[config.mk]
export PLATFORM = sky130hd
export DESIGN_NAME = iesc_top
export DESIGN_NICKNAME = d
export VERILOG_FILES = /design/src/shared/iesc_pkg.sv /design/src/verilog/iesc_top.sv /design/src/verilog/iesc_enable_reg.sv
export SDC_FILE = /design/constraint.sdc
export NUM_CORES = 1
export LEC_CHECK = 0
export ABC_AREA = 1
export BUFFER_PORTS_ARGS = -buffer_cell sky130_fd_sc_hd__buf_2
export CAP_MARGIN = 20
export CORE_ASPECT_RATIO = 1.1
export CORE_UTILIZATION = 43
export CTS_BUF_LIST = sky130_fd_sc_hd__clkbuf_2
export DETAILED_ROUTE_END_ITERATION = 16
export PLACE_DENSITY = 0.83
export SLEW_MARGIN = 30
export SYNTH_ARGS = -nofsm -noshare
export SYNTH_HDL_FRONTEND = slang
export SYNTH_SLANG_ARGS = --single-unit
[constraint.sdc]
create_clock -name pclk -period 1.3 [get_ports pclk]
set_input_delay 0.26 -clock pclk [delete_from_list [all_inputs] [get_ports pclk]]
set_output_delay 0.26 -clock pclk [all_outputs]
set_load 0.01 [all_outputs]
[src/shared/iesc_pkg.sv]
package iesc_pkg;

    // ************************************************************
    // Bus geometry
    // ************************************************************
    localparam int IESC_AW = 8;
    localparam int IESC_DW = 32;

    // ************************************************************
    // Register offsets (byte addresses)
    // ************************************************************
    localparam logic [IESC_AW-1:0] IESC_OFF_SET_PORT = 8'h00;
    localparam logic [IESC_AW-1:0] IESC_OFF_CLR_PORT = 8'h04;
    localparam logic [IESC_AW-1:0] IESC_OFF_STATUS = 8'h08;
    localparam logic [IESC_AW-1:0] IESC_OFF_SOFT_TRIG = 8'h0c;

    // ************************************************************
    // Field positions
    // ************************************************************
    localparam int IESC_SOFT_LSB = 24;
    localparam int IESC_SOFT_MSB = 27;
    localparam int IESC_PARITY_BIT = 6;
    localparam int IESC_SYSTEM_BIT = 5;
    localparam int IESC_INIT_ABORT_BIT = 2;
    localparam int IESC_RESP_ABORT_BIT = 1;

    // ************************************************************
    // Masks and reset values
    // ************************************************************
    localparam logic [IESC_DW-1:0] IESC_DEFINED_MASK = 32'h0f000066;
    localparam logic [IESC_DW-1:0] IESC_SOFT_MASK = 32'h0f000000;
    localparam logic [IESC_DW-1:0] IESC_ENABLE_RESET = 32'h00000000;
    localparam logic [IESC_DW-1:0] IESC_STATUS_RESET = 32'h00000000;
    localparam logic [IESC_DW-1:0] IESC_ZERO = 32'h00000000;

    // Keeps only the defined bit positions
    function automatic logic [IESC_DW-1:0] iesc_defined(input logic [IESC_DW-1:0] d);
        return d & IESC_DEFINED_MASK;
    endfunction

endpackage

[src/verilog/iesc_top.sv]
// Local design decisions: the APB interface to the registers and the register addresses.
`timescale 1ns/1ps
module iesc_top
    import iesc_pkg::*;
(
    // Clock and reset
    input wire logic pclk,
    input wire logic presetn,
    // APB slave
    input wire logic psel,
    input wire logic penable,
    input wire logic pwrite,
    input wire logic [IESC_AW-1:0] paddr,
    input wire logic [IESC_DW-1:0] pwdata,
    output logic [IESC_DW-1:0] prdata,
    output logic pready,
    output logic pslverr,
    // Fault events
    input wire logic parity_fault_evt,
    input wire logic system_fault_evt,
    input wire logic initiator_abort_evt,
    input wire logic responder_abort_evt,
    // Unit side
    output logic processor_irq_line,
    output logic [IESC_DW-1:0] irq_enable_bits,
    output logic [IESC_DW-1:0] irq_status_bits
);

    // ************************************************************
    // Address decode
    // ************************************************************
    function automatic logic iesc_hit(input logic [IESC_AW-1:0] a,
                                      input logic [IESC_AW-1:0] off);
        return a == off;
    endfunction

    logic [IESC_DW-1:0] enable_reg;
    logic [IESC_DW-1:0] status_reg;
    logic [IESC_DW-1:0] status_next;
    logic [IESC_DW-1:0] prdata_reg;
    logic [IESC_DW-1:0] rdata_next;
    logic [IESC_DW-1:0] evt_mask;
    logic [IESC_DW-1:0] w1c_mask;
    logic [IESC_DW-1:0] trig_mask;
    logic pready_reg;
    logic pslverr_reg;
    logic irq_reg;
    logic acc_wait;
    logic acc_done;
    logic wr_done;
    logic wr_set;
    logic wr_clr;
    logic wr_stat;
    logic wr_trig;
    logic addr_mapped;

    assign acc_wait = psel & penable & ~pready_reg;
    assign acc_done = psel & penable & pready_reg;
    assign wr_done = acc_done & pwrite;
    assign wr_set = wr_done & iesc_hit(paddr, IESC_OFF_SET_PORT);
    assign wr_clr = wr_done & iesc_hit(paddr, IESC_OFF_CLR_PORT);
    assign wr_stat = wr_done & iesc_hit(paddr, IESC_OFF_STATUS);
    assign wr_trig = wr_done & iesc_hit(paddr, IESC_OFF_SOFT_TRIG);
    assign addr_mapped = iesc_hit(paddr, IESC_OFF_SET_PORT) |
                         iesc_hit(paddr, IESC_OFF_CLR_PORT) |
                         iesc_hit(paddr, IESC_OFF_STATUS) |
                         iesc_hit(paddr, IESC_OFF_SOFT_TRIG);

    // ************************************************************
    // Enable register
    // ************************************************************
    iesc_enable_reg iesc_enable_reg_inst (
        .pclk(pclk),
        .presetn(presetn),
        .set_en(wr_set),
        .clr_en(wr_clr),
        .wdata(pwdata),
        .enable_reg(enable_reg)
    );

    // ************************************************************
    // Status register, event set wins over clear
    // ************************************************************
    always_comb begin
        evt_mask = IESC_ZERO;
        evt_mask[IESC_PARITY_BIT] = parity_fault_evt;
        evt_mask[IESC_SYSTEM_BIT] = system_fault_evt;
        evt_mask[IESC_INIT_ABORT_BIT] = initiator_abort_evt;
        evt_mask[IESC_RESP_ABORT_BIT] = responder_abort_evt;
        trig_mask = wr_trig ? (pwdata & IESC_SOFT_MASK) : IESC_ZERO;
        w1c_mask = wr_stat ? iesc_defined(pwdata) : IESC_ZERO;
        status_next = (status_reg & ~w1c_mask) | evt_mask | trig_mask;
    end

    always_ff @(posedge pclk or negedge presetn) begin
        if (!presetn) begin
            status_reg <= IESC_STATUS_RESET;
        end else begin
            status_reg <= status_next;
        end
    end

    // ************************************************************
    // Read mux
    // ************************************************************
    always_comb begin
        rdata_next = IESC_ZERO;
        if (iesc_hit(paddr, IESC_OFF_SET_PORT)) begin
            rdata_next = iesc_defined(enable_reg);
        end else if (iesc_hit(paddr, IESC_OFF_CLR_PORT)) begin
            rdata_next = iesc_defined(status_reg & enable_reg);
        end else if (iesc_hit(paddr, IESC_OFF_STATUS)) begin
            rdata_next = iesc_defined(status_reg);
        end
    end

    // ************************************************************
    // APB response, one wait state
    // ************************************************************
    always_ff @(posedge pclk or negedge presetn) begin
        if (!presetn) begin
            pready_reg <= 1'b0;
        end else begin
            pready_reg <= acc_wait;
        end
    end

    always_ff @(posedge pclk or negedge presetn) begin
        if (!presetn) begin
            prdata_reg <= IESC_ZERO;
        end else if (acc_wait && !pwrite) begin
            prdata_reg <= rdata_next;
        end else begin
            prdata_reg <= IESC_ZERO;
        end
    end

    always_ff @(posedge pclk or negedge presetn) begin
        if (!presetn) begin
            pslverr_reg <= 1'b0;
        end else begin
            pslverr_reg <= acc_wait & ~addr_mapped;
        end
    end

    // ************************************************************
    // Interrupt line
    // ************************************************************
    always_ff @(posedge pclk or negedge presetn) begin
        if (!presetn) begin
            irq_reg <= 1'b0;
        end else begin
            irq_reg <= |(status_reg & enable_reg);
        end
    end

    assign prdata = prdata_reg;
    assign pready = pready_reg;
    assign pslverr = pslverr_reg;
    assign processor_irq_line = irq_reg;
    assign irq_enable_bits = enable_reg;
    assign irq_status_bits = status_reg;

    logic rd_set_done;
    logic rd_clr_done;
    assign rd_set_done = acc_done & ~pwrite & iesc_hit(paddr, IESC_OFF_SET_PORT);
    assign rd_clr_done = acc_done & ~pwrite & iesc_hit(paddr, IESC_OFF_CLR_PORT);
endmodule // iesc_top

[src/verilog/iesc_enable_reg.sv]
`timescale 1ns/1ps
module iesc_enable_reg
    import iesc_pkg::*;
(
    // Clock and reset
    input wire logic pclk,
    input wire logic presetn,
    // Update strobes
    input wire logic set_en,
    input wire logic clr_en,
    input wire logic [IESC_DW-1:0] wdata,
    // Enable state
    output logic [IESC_DW-1:0] enable_reg
);

    // ************************************************************
    // Internal enable register
    // ************************************************************
    always_ff @(posedge pclk or negedge presetn) begin
        if (!presetn) begin
            enable_reg <= IESC_ENABLE_RESET;
        end else if (set_en) begin
            enable_reg <= enable_reg | iesc_defined(wdata);
        end else if (clr_en) begin
            enable_reg <= enable_reg & ~iesc_defined(wdata);
        end
    end

endmodule // iesc_enable_reg

## Yosys cells after proc, flatten, opt, wreduce, memory -nomap -nowiden

Index checks and enable logic that the tools add are counted.

| storage, ports and cells | value |
|---|---|
| logic and storage cells | 44 |
| output and inout bits | 99 |
| flip-flop bits (word level) | 99 |
| bits of input ports | 49 |

| operators by class | value |
|---|---|
| bitwise logic cells | 22 |
| muxes and demuxes | 8 |
| reductions and logical operators | 5 |
| equal/unequal tests | 3 |

Operators by type and width:

| cell | count |
|---|---|
| $mux 32 | 4 |
| $mux 28 | 4 |
| $and 32x32->32 | 3 |
| $not 28->32 | 2 |
| $or 32x28->32 | 2 |
| $or 32x7->32 | 1 |
| $reduce_or 32->1 | 1 |
| $eq 8x4->1 const B | 2 |
| $and 1x1->1 | 9 |
| $eq 8x3->1 const B | 1 |
| $logic_not 8->1 | 1 |
| $or 1x1->1 | 3 |
| $not 1->1 | 2 |
| $reduce_bool 2->1 | 1 |
| $logic_and 1x1->1 | 1 |
| $logic_not 1->1 | 1 |

## Depth between registers and ports, before layout

| depth | value |
|---|---|
| depth after elaboration | 9 |
| gate-level depth with buffers | 9 |

## Modules after synthesis

A second synthesis with hierarchy kept.

| second synthesis, totals | value |
|---|---|
| cells, all modules | 275 |
| area, all modules | 2011.9 um^2 |

By module, submodules not included:

| module | instances | cells each | area an instance (um^2) |
|---|---|---|---|
| iesc_top | 1 | 208 | 1497.7 |
| iesc_enable_reg | 1 | 67 | 514.2 |

## Least setup slack after synthesis

No wires, ideal clock.

| path | value |
|---|---|
| kind | reg-to-reg |
| from | reg pready_reg, in the netlist pready |
| to | reg (tool-made name) |
| period minus slack after synthesis | 1.184 ns |
| setup slack | 0.116 ns |
| data required time | 1.183 ns |
| buffers on the path | 1 |
| arrival time | 1.067 ns |
| library setup time | 0.117 ns |
| stages on the path, launching flop included | 7 |
| cells stage by stage | dfrtp_1 > nand4_4 > inv_2 > buf_2 > nand3_1 > nand2_1 > nand2_1 |

RTL lines:

| item | RTL line | text |
|---|---|---|
| start, declared | iesc_top.sv:45 | `logic pready_reg;` |
| start signal, assigned | iesc_top.sv:124 | `pready_reg <= acc_wait;` |

## Final worst setup path

| path | value |
|---|---|
| from | reg pready_reg, in the netlist pready |
| to | out pready |

RTL lines:

| item | RTL line | text |
|---|---|---|
| end, declared | iesc_top.sv:16 | `output logic pready,` |

No word-level cell between the ends.

==> results.ini <==
[timing]
relSlewSlack_pct = 59.9
finalSetupViolCount = 0
worstMarginPinSlew_ns = 0.602
maxSlewViolCount = 0
finalCriticalPeriod_ns = 1.27
holdWs_ns = 0.0594
fin_ws_ns = 0.0253
finalHoldViolations = 0
finalSetupTns_ns = 0
max_freq_ghz = 0.784
period_share_pct = 98.1
grt_setup_unrepaired = true
skew_ns = 0.00594

[min_path]
worstHoldEndpoint = irq_status_bits[5]
holdPathStages = 3
hp-start = system_fault_evt
min_path_type = in2reg

[clocking]
root_buffer = clkbuf_2
cts_buffers = 3
clk_path_buf_depth = 2
h-tree-depth = 1
path_clk_slew_ns = 0.26
clk_latency_ns = 0.35
cts_sinks = 27
cts_tree = built

[worst_setup_path]
worst-path-buf-inv = 1
crit_slowest_cell = dfrtp_1
cp_max_fo = 3
critPathKind = reg2out
worst-path-stages = 1
crit_path_max_incr_delay_ns = 0.50
worstPathRequired_ns = 1.04
r2r_start = pready
end_kind = output pin
rr_worst_depth = 5
r2r_slack_ns = 0.07
crit_chain = buf_2
worstSetupStartpointType = flip-flop
crit_family = flip-flops
arrival_ns = 1.01

[logic_synthesis]
synth_area_um2 = 2120
synth_area_per_cell_um2 = 7.57
syn-instance-count = 280
yosys_warnings = 0
ys_seq_area_share_pct = 31.9
synthDistinctLibCells = 21
yosys_register_bits = 27

[global_route]
grt_first_pass_wirelength_mm = 6.15
antenna_found_initial = 0
grt_usage_pct = 15.6
grt-ovfl-total = 0
first_global_vias = 1430
grt_max_degree = 28

[route]
wl_mm = 4.43
wl_per_cell_um = 10.8
first_iter_violations = 117
drt-pass1-iter-count = 7
vias_per_cell = 4.32
route.vias.total = 1779
drc_errors = 0
antenna_left = 0

[final_layout]
antennaDiodeCount = 0
postLayoutCoreUtil_pct = 50.1
layout_commonest_cell = nand2_1
syn_to_final_growth_pct = 10.7
fin_nets = 406
layout_common_cells = nand2_1, conb_1, buf_2
drive_gt1_share_pct = 30.1
fill_cells = 472

[flow_run]
maxCapViolations = 0

[placed_design]
io_buffers = 51
dpl_worst_slack_ns = -0.00964
gp_congestion = 0.838
dp_hpwl_mm = 3.26

[die]
ios = 148
core_um2 = 4680
die-area_um2 = 5220
die-height_um = 75.7
die_w_um = 69.0
initial_core_util_pct = 45.3
core.rowCount = 26

[power]
finalPower_mw = 1.43
ir_drop_mv = 0.352
pwr_density_cell_nw_per_um2 = 609
leakagePower_nw = 1.57

[run_status]
outcome = finished, final reports clean

==> stage by stage <==
stage          cells  cell area [µm²]
2_1_floorplan    351             2390
3_3_place_gp     388             2170
3_5_place_dp     388             2170
4_1_cts          393             2200
5_1_grt          412             2350
6_report         412             2350
==> how the worst max path moves through the flow <==
| stage | start | end |
|---|---|---|
| finish | pready | pready |
| global route | pready | pready |
| CTS | irq_status_bits[2] | irq_status_bits[2] |
| detailed placement | paddr[4] | flip-flop |
| global placement | paddr[7] | flip-flop |
| floorplan | pready | flip-flop |
==> logic make-up after synthesis <==
| kind of cell | after synthesis | synth area share (%) |
|---|---|---|
| other | 1 | 0.177 |
| AND/OR/NAND/NOR | 150 | 36.0 |
| flip-flops | 27 | 31.9 |
| buffers and inverters | 102 | 32.0 |
==> layout make-up <==
type | instances | area, µm² | share of cell area [%]
Tap cell | 56 | 70.1 | 2.98
Clock buffer | 3 | 15.0 | 0.639
Sequential cell | 27 | 676 | 28.8
Clock inverter | 1 | 5.00 | 0.213
Timing Repair Buffer | 76 | 445 | 19.0
Inverter | 27 | 101 | 4.32
Multi-Input combinational cell | 222 | 1040 | 44.1
==> timing repair <==
action / in CTS / in global routing
hold endpoints to repair: 27 / 0
hold buffers: 1 / 0
setup buffers: 0 / 19
gates resized for setup: 0 / 1
endpoints found under the setup margin: 0 / 22
==> layer usage <==
metal / up-vias / wire length [µm] / GRT usage, %
li1: 859 / - / -
met1: 811 / 1720 / 17.4
met2: 99 / 2330 / 29.9
met3: 10 / 299 / 2.40
met4: 0 / 79 / 4.76
met5: - / 0 / 0
==> cells in the mapped netlist, drive strengths merged <==
cell	instances	area [µm²]
nand2	84	374
nand4	3	33.8
dfrtp	27	676
nand3b	4	30.0
nor2	29	174
buf	75	577
inv	27	101
conb	1	3.75
nand3	29	145
or2	1	6.26
==> power breakdown <==
part	total [mW]	internal [mW]	switching, mW
logic	0.255	0.0580	0.197
clock network	0.323	0.0698	0.253
registers	0.852	0.847	0.00440
No activity file was read; power rests on OpenSTA's default activity.
